### config.mk
export PLATFORM = sky130hd
export DESIGN_NAME = adcc_top
export DESIGN_NICKNAME = d
export VERILOG_FILES = /design/src/design/adcc_pkg.sv /design/src/design/adcc_reg_if.sv /design/src/design/adcc_axil.sv /design/src/design/adcc_top.sv
export VERILOG_INCLUDE_DIRS = /design/src /design/src/design
export SDC_FILE = /design/constraint.sdc
export NUM_CORES = 1
export LEC_CHECK = 0
export BUFFER_PORTS_ARGS = -buffer_cell sky130_fd_sc_hd__buf_2
export CAP_MARGIN = 20
export CELL_PAD_IN_SITES_DETAIL_PLACEMENT = 0
export CELL_PAD_IN_SITES_GLOBAL_PLACEMENT = 2
export CORE_ASPECT_RATIO = 1.2
export CORE_MARGIN = 5
export CORE_UTILIZATION = 38
export CTS_BUF_LIST = sky130_fd_sc_hd__clkbuf_2
export DETAILED_ROUTE_END_ITERATION = 8
export PLACE_DENSITY_LB_ADDON = 0.1
export SYNTH_ARGS = -nofsm -noshare
export SYNTH_HDL_FRONTEND = slang
export SYNTH_SLANG_ARGS = --single-unit
### constraint.sdc
create_clock -name clk_i -period 9.45 [get_ports clk_i]
set_clock_uncertainty 0.15 [all_clocks]
set_input_delay 1.89 -clock clk_i [delete_from_list [all_inputs] [get_ports clk_i]]
set_output_delay 1.89 -clock clk_i [all_outputs]
set_load 0.02 [all_outputs]
### src/design/adcc_cfg.svh
// Constants of the digital comparator selection and status block.
// Assumes a 32-bit AXI4-Lite register port and a converter core on the same clock.
`ifndef ADCC_CFG_SVH
`define ADCC_CFG_SVH

`define ADCC_ADDR_W        8
`define ADCC_OFF_MODE      8'h00
`define ADCC_OFF_ENABLE    8'h04
`define ADCC_OFF_CTRL      8'h08
`define ADCC_OFF_LIMITS    8'h0c
`define ADCC_OFF_IRQ_STAT  8'h10
`define ADCC_OFF_IRQ_MASK  8'h14

`define ADCC_MODE_DIFF_BIT 1
`define ADCC_MODE_SIGN_BIT 0

`define ADCC_CVD_MSB       31
`define ADCC_CVD_LSB       16
`define ADCC_ID_MSB        13
`define ADCC_ID_LSB        8
`define ADCC_CTL_EN_BIT    7
`define ADCC_CTL_GIE_BIT   6
`define ADCC_CTL_FLAG_BIT  5
`define ADCC_CTL_BTWN_BIT  4
`define ADCC_CTL_HIHI_BIT  3
`define ADCC_CTL_HILO_BIT  2
`define ADCC_CTL_LOHI_BIT  1
`define ADCC_CTL_LOLO_BIT  0

`define ADCC_NUM_CMP_IN    32
`define ADCC_ZERO32        32'h0000_0000
`define ADCC_RESP_OKAY     2'h0
`define ADCC_RESP_SLVERR   2'h2

`endif

### src/design/adcc_pkg.sv
// Types shared by the comparator selection block and its register port.
// Assumes the constants header is included by the users of these types.
package adcc_pkg;
    typedef logic [5:0]  adcc_input_id_t;
    typedef logic [31:0] adcc_word_t;
    typedef logic [1:0]  adcc_resp_t;
endpackage : adcc_pkg

### src/design/adcc_reg_if.sv
// Register access strobes between the bus slave and the register file.
// Assumes both ends run on one clock; strobes last one cycle.
`timescale 1ns/100ps
interface adcc_reg_if;
    logic                    wr_en;
    logic [7:0]              wr_addr;
    adcc_pkg::adcc_word_t    wr_data;
    logic [3:0]              wr_strb;
    logic                    wr_hit;
    logic                    rd_en;
    logic [7:0]              rd_addr;
    adcc_pkg::adcc_word_t    rd_data;
    logic                    rd_hit;
    modport bus (output wr_en, wr_addr, wr_data, wr_strb, rd_en, rd_addr,
                 input wr_hit, rd_data, rd_hit);
    modport regs (input wr_en, wr_addr, wr_data, wr_strb, rd_en, rd_addr,
                  output wr_hit, rd_data, rd_hit);
endinterface : adcc_reg_if

### src/design/adcc_axil.sv
// AXI4-Lite slave that turns bus transfers into one-cycle register strobes.
// Assumes the register file answers rd_data and hits combinationally.
`timescale 1ns/100ps
`include "adcc_cfg.svh"
module adcc_axil (
    input  wire logic        clk_i,
    input  wire logic        rst_b_i,
    input  wire logic [7:0]  awaddr_i,
    input  wire logic        awvalid_i,
    output logic             awready_o,
    input  wire logic [31:0] wdata_i,
    input  wire logic [3:0]  wstrb_i,
    input  wire logic        wvalid_i,
    output logic             wready_o,
    output logic [1:0]       bresp_o,
    output logic             bvalid_o,
    input  wire logic        bready_i,
    input  wire logic [7:0]  araddr_i,
    input  wire logic        arvalid_i,
    output logic             arready_o,
    output logic [31:0]      rdata_o,
    output logic [1:0]       rresp_o,
    output logic             rvalid_o,
    input  wire logic        rready_i,
    adcc_reg_if.bus          rif
);
    logic       aw_have_q, aw_have_d;
    logic       w_have_q, w_have_d;
    logic       bvalid_d;
    logic       ar_have_q, ar_have_d;
    logic       rvalid_d;
    logic [7:0] awaddr_q;
    logic [7:0] araddr_q;
    logic [31:0] wdata_q;
    logic [3:0] wstrb_q;
    logic       wr_go;
    logic       rd_go;

    // The write fires only once both halves are held, so either order works.
    assign wr_go = aw_have_q && w_have_q && !bvalid_o;
    assign rd_go = ar_have_q && !rvalid_o;

    always_comb begin
        aw_have_d = aw_have_q;
        w_have_d  = w_have_q;
        bvalid_d  = bvalid_o;
        if (awvalid_i && awready_o) begin
            aw_have_d = 1'b1;
        end
        if (wvalid_i && wready_o) begin
            w_have_d = 1'b1;
        end
        if (wr_go) begin
            aw_have_d = 1'b0;
            w_have_d  = 1'b0;
            bvalid_d  = 1'b1;
        end else if (bvalid_o && bready_i) begin
            bvalid_d = 1'b0;
        end
    end

    always_comb begin
        ar_have_d = ar_have_q;
        rvalid_d  = rvalid_o;
        if (arvalid_i && arready_o) begin
            ar_have_d = 1'b1;
        end
        if (rd_go) begin
            ar_have_d = 1'b0;
            rvalid_d  = 1'b1;
        end else if (rvalid_o && rready_i) begin
            rvalid_d = 1'b0;
        end
    end

    always_ff @(posedge clk_i) begin
        if (!rst_b_i) begin
            aw_have_q <= 1'b0;
            w_have_q  <= 1'b0;
            bvalid_o  <= 1'b0;
            awready_o <= 1'b0;
            wready_o  <= 1'b0;
            bresp_o   <= `ADCC_RESP_OKAY;
            awaddr_q  <= 8'h00;
            wdata_q   <= `ADCC_ZERO32;
            wstrb_q   <= 4'h0;
        end else begin
            aw_have_q <= aw_have_d;
            w_have_q  <= w_have_d;
            bvalid_o  <= bvalid_d;
            awready_o <= !aw_have_d && !bvalid_d;
            wready_o  <= !w_have_d && !bvalid_d;
            if (awvalid_i && awready_o) begin
                awaddr_q <= awaddr_i;
            end
            if (wvalid_i && wready_o) begin
                wdata_q <= wdata_i;
                wstrb_q <= wstrb_i;
            end
            if (wr_go) begin
                bresp_o <= rif.wr_hit ? `ADCC_RESP_OKAY : `ADCC_RESP_SLVERR;
            end
        end
    end

    always_ff @(posedge clk_i) begin
        if (!rst_b_i) begin
            ar_have_q <= 1'b0;
            rvalid_o  <= 1'b0;
            arready_o <= 1'b0;
            araddr_q  <= 8'h00;
            rdata_o   <= `ADCC_ZERO32;
            rresp_o   <= `ADCC_RESP_OKAY;
        end else begin
            ar_have_q <= ar_have_d;
            rvalid_o  <= rvalid_d;
            arready_o <= !ar_have_d && !rvalid_d;
            if (arvalid_i && arready_o) begin
                araddr_q <= araddr_i;
            end
            if (rd_go) begin
                rdata_o <= rif.rd_hit ? rif.rd_data : `ADCC_ZERO32;
                rresp_o <= rif.rd_hit ? `ADCC_RESP_OKAY : `ADCC_RESP_SLVERR;
            end
        end
    end

    assign rif.wr_en   = wr_go;
    assign rif.wr_addr = awaddr_q;
    assign rif.wr_data = wdata_q;
    assign rif.wr_strb = wstrb_q;
    assign rif.rd_en   = rd_go;
    assign rif.rd_addr = araddr_q;
endmodule : adcc_axil

### src/design/adcc_top.sv
// Digital comparator input selection, input 32 mode bits and event status.
// Assumes conversion results arrive from the converter core on clk_i, one per valid cycle.
//
// Chosen here: the register addresses and the AXI4-Lite interface to the registers.
`timescale 1ns/100ps
`include "adcc_cfg.svh"
module adcc_top (
    input  wire logic        clk_i,
    input  wire logic        rst_b_i,
    input  wire logic [7:0]  s_axi_awaddr_i,
    input  wire logic        s_axi_awvalid_i,
    output logic             s_axi_awready_o,
    input  wire logic [31:0] s_axi_wdata_i,
    input  wire logic [3:0]  s_axi_wstrb_i,
    input  wire logic        s_axi_wvalid_i,
    output logic             s_axi_wready_o,
    output logic [1:0]       s_axi_bresp_o,
    output logic             s_axi_bvalid_o,
    input  wire logic        s_axi_bready_i,
    input  wire logic [7:0]  s_axi_araddr_i,
    input  wire logic        s_axi_arvalid_i,
    output logic             s_axi_arready_o,
    output logic [31:0]      s_axi_rdata_o,
    output logic [1:0]       s_axi_rresp_o,
    output logic             s_axi_rvalid_o,
    input  wire logic        s_axi_rready_i,
    input  wire logic        res_valid_i,
    input  wire logic        res_cvd_i,
    input  wire logic [5:0]  res_input_i,
    input  wire logic [31:0] res_data_i,
    input  wire logic [15:0] res_cvd_pos_i,
    input  wire logic [15:0] res_cvd_neg_i,
    output logic             input32_differential_select_o,
    output logic             input32_signed_select_o,
    output logic             comparator_event_flag_o,
    output logic             irq_o
);
    adcc_reg_if rif ();

    adcc_axil u_axil (
        .clk_i     (clk_i),
        .rst_b_i   (rst_b_i),
        .awaddr_i  (s_axi_awaddr_i),
        .awvalid_i (s_axi_awvalid_i),
        .awready_o (s_axi_awready_o),
        .wdata_i   (s_axi_wdata_i),
        .wstrb_i   (s_axi_wstrb_i),
        .wvalid_i  (s_axi_wvalid_i),
        .wready_o  (s_axi_wready_o),
        .bresp_o   (s_axi_bresp_o),
        .bvalid_o  (s_axi_bvalid_o),
        .bready_i  (s_axi_bready_i),
        .araddr_i  (s_axi_araddr_i),
        .arvalid_i (s_axi_arvalid_i),
        .arready_o (s_axi_arready_o),
        .rdata_o   (s_axi_rdata_o),
        .rresp_o   (s_axi_rresp_o),
        .rvalid_o  (s_axi_rvalid_o),
        .rready_i  (s_axi_rready_i),
        .rif       (rif)
    );

    adcc_pkg::adcc_word_t     wmask;
    adcc_pkg::adcc_word_t     mode_q;
    adcc_pkg::adcc_word_t     enable_q;
    adcc_pkg::adcc_word_t     limits_q;
    logic [4:0]               cond_q;
    logic                     cmp_en_q;
    logic                     gie_q;
    logic                     flag_q;
    adcc_pkg::adcc_input_id_t id_q;
    logic [15:0]              cvd_q;
    logic                     irq_stat_q;
    logic                     irq_mask_q;
    logic                     wr_mode, wr_enable, wr_ctrl, wr_limits, wr_stat, wr_mask;
    logic                     rd_ctrl;
    logic                     selected;
    logic                     cond_true;
    logic                     evt;
    logic signed [31:0]       sample;
    logic signed [31:0]       lo_lim;
    logic signed [31:0]       hi_lim;
    logic [15:0]              cvd_diff;
    logic                     ctrl_en_new;

    // Byte lanes follow wstrb so partial writes leave other lanes intact.
    for (genvar b = 0; b < 4; b++) begin : g_lane
        assign wmask[8*b +: 8] = {8{rif.wr_strb[b]}};
    end

    assign wr_mode   = rif.wr_en && (rif.wr_addr == `ADCC_OFF_MODE);
    assign wr_enable = rif.wr_en && (rif.wr_addr == `ADCC_OFF_ENABLE);
    assign wr_ctrl   = rif.wr_en && (rif.wr_addr == `ADCC_OFF_CTRL);
    assign wr_limits = rif.wr_en && (rif.wr_addr == `ADCC_OFF_LIMITS);
    assign wr_stat   = rif.wr_en && (rif.wr_addr == `ADCC_OFF_IRQ_STAT);
    assign wr_mask   = rif.wr_en && (rif.wr_addr == `ADCC_OFF_IRQ_MASK);
    assign rd_ctrl   = rif.rd_en && (rif.rd_addr == `ADCC_OFF_CTRL);

    assign rif.wr_hit = wr_mode || wr_enable || wr_ctrl || wr_limits || wr_stat || wr_mask;

    always_comb begin
        rif.rd_hit  = 1'b1;
        rif.rd_data = `ADCC_ZERO32;
        unique case (rif.rd_addr)
            `ADCC_OFF_MODE: begin
                rif.rd_data[`ADCC_MODE_DIFF_BIT] = mode_q[`ADCC_MODE_DIFF_BIT];
                rif.rd_data[`ADCC_MODE_SIGN_BIT] = mode_q[`ADCC_MODE_SIGN_BIT];
            end
            `ADCC_OFF_ENABLE: rif.rd_data = enable_q;
            `ADCC_OFF_CTRL: begin
                rif.rd_data[`ADCC_CVD_MSB:`ADCC_CVD_LSB]   = cvd_q;
                rif.rd_data[`ADCC_ID_MSB:`ADCC_ID_LSB]     = id_q;
                rif.rd_data[`ADCC_CTL_EN_BIT]              = cmp_en_q;
                rif.rd_data[`ADCC_CTL_GIE_BIT]             = gie_q;
                rif.rd_data[`ADCC_CTL_FLAG_BIT]            = flag_q;
                rif.rd_data[`ADCC_CTL_BTWN_BIT:`ADCC_CTL_LOLO_BIT] = cond_q;
            end
            `ADCC_OFF_LIMITS:   rif.rd_data = limits_q;
            `ADCC_OFF_IRQ_STAT: rif.rd_data[0] = irq_stat_q;
            `ADCC_OFF_IRQ_MASK: rif.rd_data[0] = irq_mask_q;
            default:            rif.rd_hit = 1'b0;
        endcase
    end

    // Enable bits are used live, not shadowed; changing them mid-compare is unsafe.
    assign selected = res_cvd_i ||
                      ((res_input_i < 6'(`ADCC_NUM_CMP_IN)) &&
                       enable_q[res_input_i[4:0]]);

    assign cvd_diff = res_cvd_pos_i - res_cvd_neg_i;
    assign sample   = res_cvd_i ? {{16{cvd_diff[15]}}, cvd_diff} : res_data_i;
    assign lo_lim   = {{16{limits_q[15]}}, limits_q[15:0]};
    assign hi_lim   = {{16{limits_q[31]}}, limits_q[31:16]};

    always_comb begin
        cond_true = 1'b0;
        if (cond_q[`ADCC_CTL_BTWN_BIT] && (sample >= lo_lim) && (sample < hi_lim)) begin
            cond_true = 1'b1;
        end
        if (cond_q[`ADCC_CTL_HIHI_BIT] && (sample >= hi_lim)) begin
            cond_true = 1'b1;
        end
        if (cond_q[`ADCC_CTL_HILO_BIT] && (sample < hi_lim)) begin
            cond_true = 1'b1;
        end
        if (cond_q[`ADCC_CTL_LOHI_BIT] && (sample >= lo_lim)) begin
            cond_true = 1'b1;
        end
        if (cond_q[`ADCC_CTL_LOLO_BIT] && (sample < lo_lim)) begin
            cond_true = 1'b1;
        end
    end

    assign evt         = res_valid_i && cmp_en_q && selected && cond_true;
    assign ctrl_en_new = (rif.wr_data[`ADCC_CTL_EN_BIT] && wmask[`ADCC_CTL_EN_BIT]) ||
                         (cmp_en_q && !wmask[`ADCC_CTL_EN_BIT]);

    always_ff @(posedge clk_i) begin
        if (!rst_b_i) begin
            mode_q   <= `ADCC_ZERO32;
            enable_q <= `ADCC_ZERO32;
            limits_q <= `ADCC_ZERO32;
        end else begin
            if (wr_mode) begin
                mode_q <= (mode_q & ~wmask) | (rif.wr_data & wmask);
            end
            if (wr_enable) begin
                enable_q <= (enable_q & ~wmask) | (rif.wr_data & wmask);
            end
            if (wr_limits) begin
                limits_q <= (limits_q & ~wmask) | (rif.wr_data & wmask);
            end
        end
    end

    always_ff @(posedge clk_i) begin
        if (!rst_b_i) begin
            input32_differential_select_o <= 1'b0;
            input32_signed_select_o       <= 1'b0;
        end else begin
            input32_differential_select_o <= mode_q[`ADCC_MODE_DIFF_BIT];
            input32_signed_select_o       <= mode_q[`ADCC_MODE_SIGN_BIT];
        end
    end

    always_ff @(posedge clk_i) begin
        if (!rst_b_i) begin
            cond_q   <= 5'h00;
            cmp_en_q <= 1'b0;
            gie_q    <= 1'b0;
        end else if (wr_ctrl) begin
            cmp_en_q <= ctrl_en_new;
            if (wmask[`ADCC_CTL_GIE_BIT]) begin
                gie_q <= rif.wr_data[`ADCC_CTL_GIE_BIT];
            end
            if (wmask[`ADCC_CTL_LOLO_BIT]) begin
                cond_q <= rif.wr_data[`ADCC_CTL_BTWN_BIT:`ADCC_CTL_LOLO_BIT];
            end
        end
    end

    // A new event in the clearing cycle keeps the flag set.
    always_ff @(posedge clk_i) begin
        if (!rst_b_i) begin
            flag_q <= 1'b0;
        end else if (evt) begin
            flag_q <= 1'b1;
        end else if (rd_ctrl || (wr_ctrl && !ctrl_en_new)) begin
            flag_q <= 1'b0;
        end
    end

    always_ff @(posedge clk_i) begin
        if (!rst_b_i) begin
            id_q  <= 6'h00;
            cvd_q <= 16'h0000;
        end else if (evt) begin
            id_q <= res_input_i;
            if (res_cvd_i) begin
                cvd_q <= cvd_diff;
            end
        end
    end

    always_ff @(posedge clk_i) begin
        if (!rst_b_i) begin
            irq_stat_q <= 1'b0;
            irq_mask_q <= 1'b0;
        end else begin
            if (evt && gie_q) begin
                irq_stat_q <= 1'b1;
            end else if (wr_stat && rif.wr_strb[0] && rif.wr_data[0]) begin
                irq_stat_q <= 1'b0;
            end
            if (wr_mask && rif.wr_strb[0]) begin
                irq_mask_q <= rif.wr_data[0];
            end
        end
    end

    always_ff @(posedge clk_i) begin
        if (!rst_b_i) begin
            irq_o                   <= 1'b0;
            comparator_event_flag_o <= 1'b0;
        end else begin
            irq_o                   <= irq_stat_q && irq_mask_q;
            comparator_event_flag_o <= flag_q;
        end
    end
endmodule : adcc_top

==> flow_summary.json <==
{
  "die-area_um2": 32000,
  "fmax_mhz": 147,
  "dpl.hpwl_um": 23500,
  "power.density_nw_per_um2": 128,
  "finalWirelength_um": 31400,
  "place_congestion": 0.853,
  "layout-drive-gt1-share_pct": 19.5,
  "cts.sinks": 196,
  "initial_core_util_pct": 38.6,
  "cts_resized": 0,
  "crit_required_ns": 10.01,
  "clockRootBuffer": "clkbuf_2",
  "drc": 0,
  "hold_class": "reg -> reg",
  "status": "completed",
  "critPathKind": "in -> reg",
  "vdd_drop_max_mv": 0.0661,
  "cp_max_fo": 17,
  "grt_pass1_vias": 8863,
  "clockBufferDepth": 2,
  "area_growth_pct": 12.5,
  "clk_pin_slew_ns": 0.29,
  "synth_top_area_share_pct": 36.2,
  "fin_crit_ns": 6.81,
  "place_ws_ns": 1.84,
  "hold_violations": 0,
  "rows": 67,
  "yosysSeqAreaShare_pct": 36.2,
  "end_kind": "flop",
  "fill_cells": 2937,
  "dp_cells": 1777,
  "setup_ws_ns": 2.64,
  "drv_cap": 0,
  "numPortBuffers": 173,
  "tightest_slew_ns": 1.00,
  "postCtsSetupRepairBufs": 0,
  "grt_max_degree": 108,
  "whs_ns": 0.330,
  "htreeDepth": 4,
  "drtIter0Drc": 708,
  "relSlewSlack_pct": 33.1,
  "startpoint_type": "input pin",
  "fin_cells": 1811,
  "synth_cell_types": 67,
  "cts_hold_buf": 0,
  "cts_tree": "yes",
  "timing.final.crit_share_pct": 72.0,
  "synth_edf_count": 0,
  "synth_area_um2": 10800,
  "nNetsFinal": 1629,
  "p_leak_nw": 4.71,
  "drt_first_pass_iters": 7,
  "synth_warnings": 0,
  "grt-ovfl-total": 0,
  "finalSetupTns_ns": 0,
  "rsz0062_at_grt": "false",
  "setup_viol": 0,
  "postSynthAreaPerCell_um2": 8.41,
  "crit_arrival_ns": 7.37,
  "numCtsBuffers": 17,
  "io_pins": 176,
  "route.vias.total": 9156,
  "synthArstFlopShare_pct": 0,
  "antenna_found_initial": 2,
  "startpoint": "res_cvd_neg_i[1]",
  "slew_violations": 0,
  "synth_largest_area_cell": "dfxtp_1",
  "die_x_um": 164,
  "grt_usage_pct": 19.3,
  "ant_nets": 0,
  "core_um2": 28100,
  "die_h_um": 195,
  "netlist_instances": 1289,
  "ys.flop_type": "dfxtp_1",
  "grt_pass1_wl_um": 49300,
  "wire_per_inst_um": 17.3,
  "synth_area_leaders": "dfxtp_1 (36%), nand2_1 (9.3%), ha_1 (9.2%)",
  "vias_per_cell": 5.06,
  "ys_ff_latch": 196,
  "clkLatencyLatePin_ns": 0.79,
  "hp-start": "cvd_q[14]"
}
[routing by layer]
| layer | global-route usage (%) | wire (um) |
|---|---|---|
| met2 | 29.1 | 13600 |
| met4 | 4.60 | 426 |
| met1 | 28.8 | 16100 |
| met3 | 3.21 | 1240 |
| met5 | 0 | 7 |
[cell families after synthesis]
kind of cell | after synthesis | synth area share (%)
mux | 81 | 9.30
other cells | 1 | 0.0346
fa+ha+maj | 81 | 9.42
compound gates | 317 | 19.9
simple gates | 457 | 19.1
buf+inv | 146 | 5.22
xor+xnor | 10 | 0.808
flops | 196 | 36.2
[cell usage after synthesis (all sizes together), types with 2 or more instances]
master / n
a211oi: 4
a21boi: 129
a21o: 12
a21oi: 43
a221oi: 2
a22oi: 28
and2: 9
and3: 6
and4: 2
buf: 12
clkbuf: 63
dfxtp: 196
ha: 80
inv: 71
mux2: 38
mux2i: 31
mux4: 12
nand2: 268
nand2b: 4
nand3: 87
nand3b: 5
nand4: 15
nand4b: 2
nor2: 19
nor2b: 13
nor3: 11
nor4: 6
o211ai: 8
o21a: 5
o21ai: 68
o31ai: 3
or3: 2
or3b: 2
or4: 3
xnor2: 8
xor2: 2
[stage by stage]
| stage | cell area [um^2] | power, mW | util, % |
|---|---|---|---|
| 2_1_floorplan | 10800 | 1.07 | - |
| 3_3_place_gp | 12000 | 1.17 | 42.6 |
| 3_5_place_dp | 12000 | 1.17 | 42.6 |
| 4_1_cts | 12200 | 1.59 | 43.4 |
| 5_1_grt | 12200 | 1.66 | 43.4 |
| 6_report | 12200 | 1.56 | 43.4 |
[power by group]
group / internal [mW] / total, mW / switching, mW
Clock: 0.102 / 0.409 / 0.307
Combinational: 0.123 / 0.294 / 0.171
Sequential: 0.844 / 0.861 / 0.0168
[worst max-delay path, cell delays in order]
cell and delay [ns]:
buf_2 0.09, inv_1 0.08, ha_1 0.23, nor2b_1 0.12
o21ai_0 0.19, a21oi_1 0.17, o211ai_1 0.26, a21oi_1 0.15
or3_1 0.39, nand3_1 0.40, o21ai_0 0.31, ha_1 0.42
nand4_2 0.16, nor4_2 0.54, a21boi_1 0.39, o41a_2 0.22
o22ai_1 0.08, a21bo_2 0.24, a21oi_4 0.61, mux2_2 0.40
[path summary, 6_finish.rpt]
check | slack [ns] | cells after the start | endpoint
setup / recovery | 2.64 | 20 | cvd_q[2]
hold / removal | 0.33 | 2 | cvd_q[14]
setup reg to reg | 5.35 | 10 | cvd_q[2]
hold reg to reg | 0.33 | 2 | cvd_q[14]
[final cells by class]
type                    instances  area (um^2)  area share, %
multi-input cells             948         6360           52.2
well taps                     379          474           3.89
clock inverters                13          126           1.04
inverters                      71          267           2.19
diodes                          2         5.00         0.0410
flip-flops and latches        196         3920           32.2
repair buffers                183          943           7.74
clock buffers                  19         95.1          0.780
[layout by cell type, fill, tap and decap left out, types with 4 or more instances in the layout]
cell type	instances
and2_1	9
o21a_1	5
clkbuf_2	19
nand3_1	87
nand2b_1	4
nor2b_1	12
a21oi_1	41
nor2_1	19
nand3b_1	5
o21ai_0	68
buf_2	172
inv_1	71
dfxtp_1	196
ha_1	80
xnor2_1	8
a22oi_1	28
and3_1	6
nor4_1	5
a211oi_1	4
a21o_1	12
buf_4	11
mux2i_1	31
mux2_2	38
mux4_2	12
a21boi_0	128
nor3_1	10
o211ai_1	8
nand4_1	13
nand2_1	268
No activity file was read; power rests on OpenSTA's default activity.
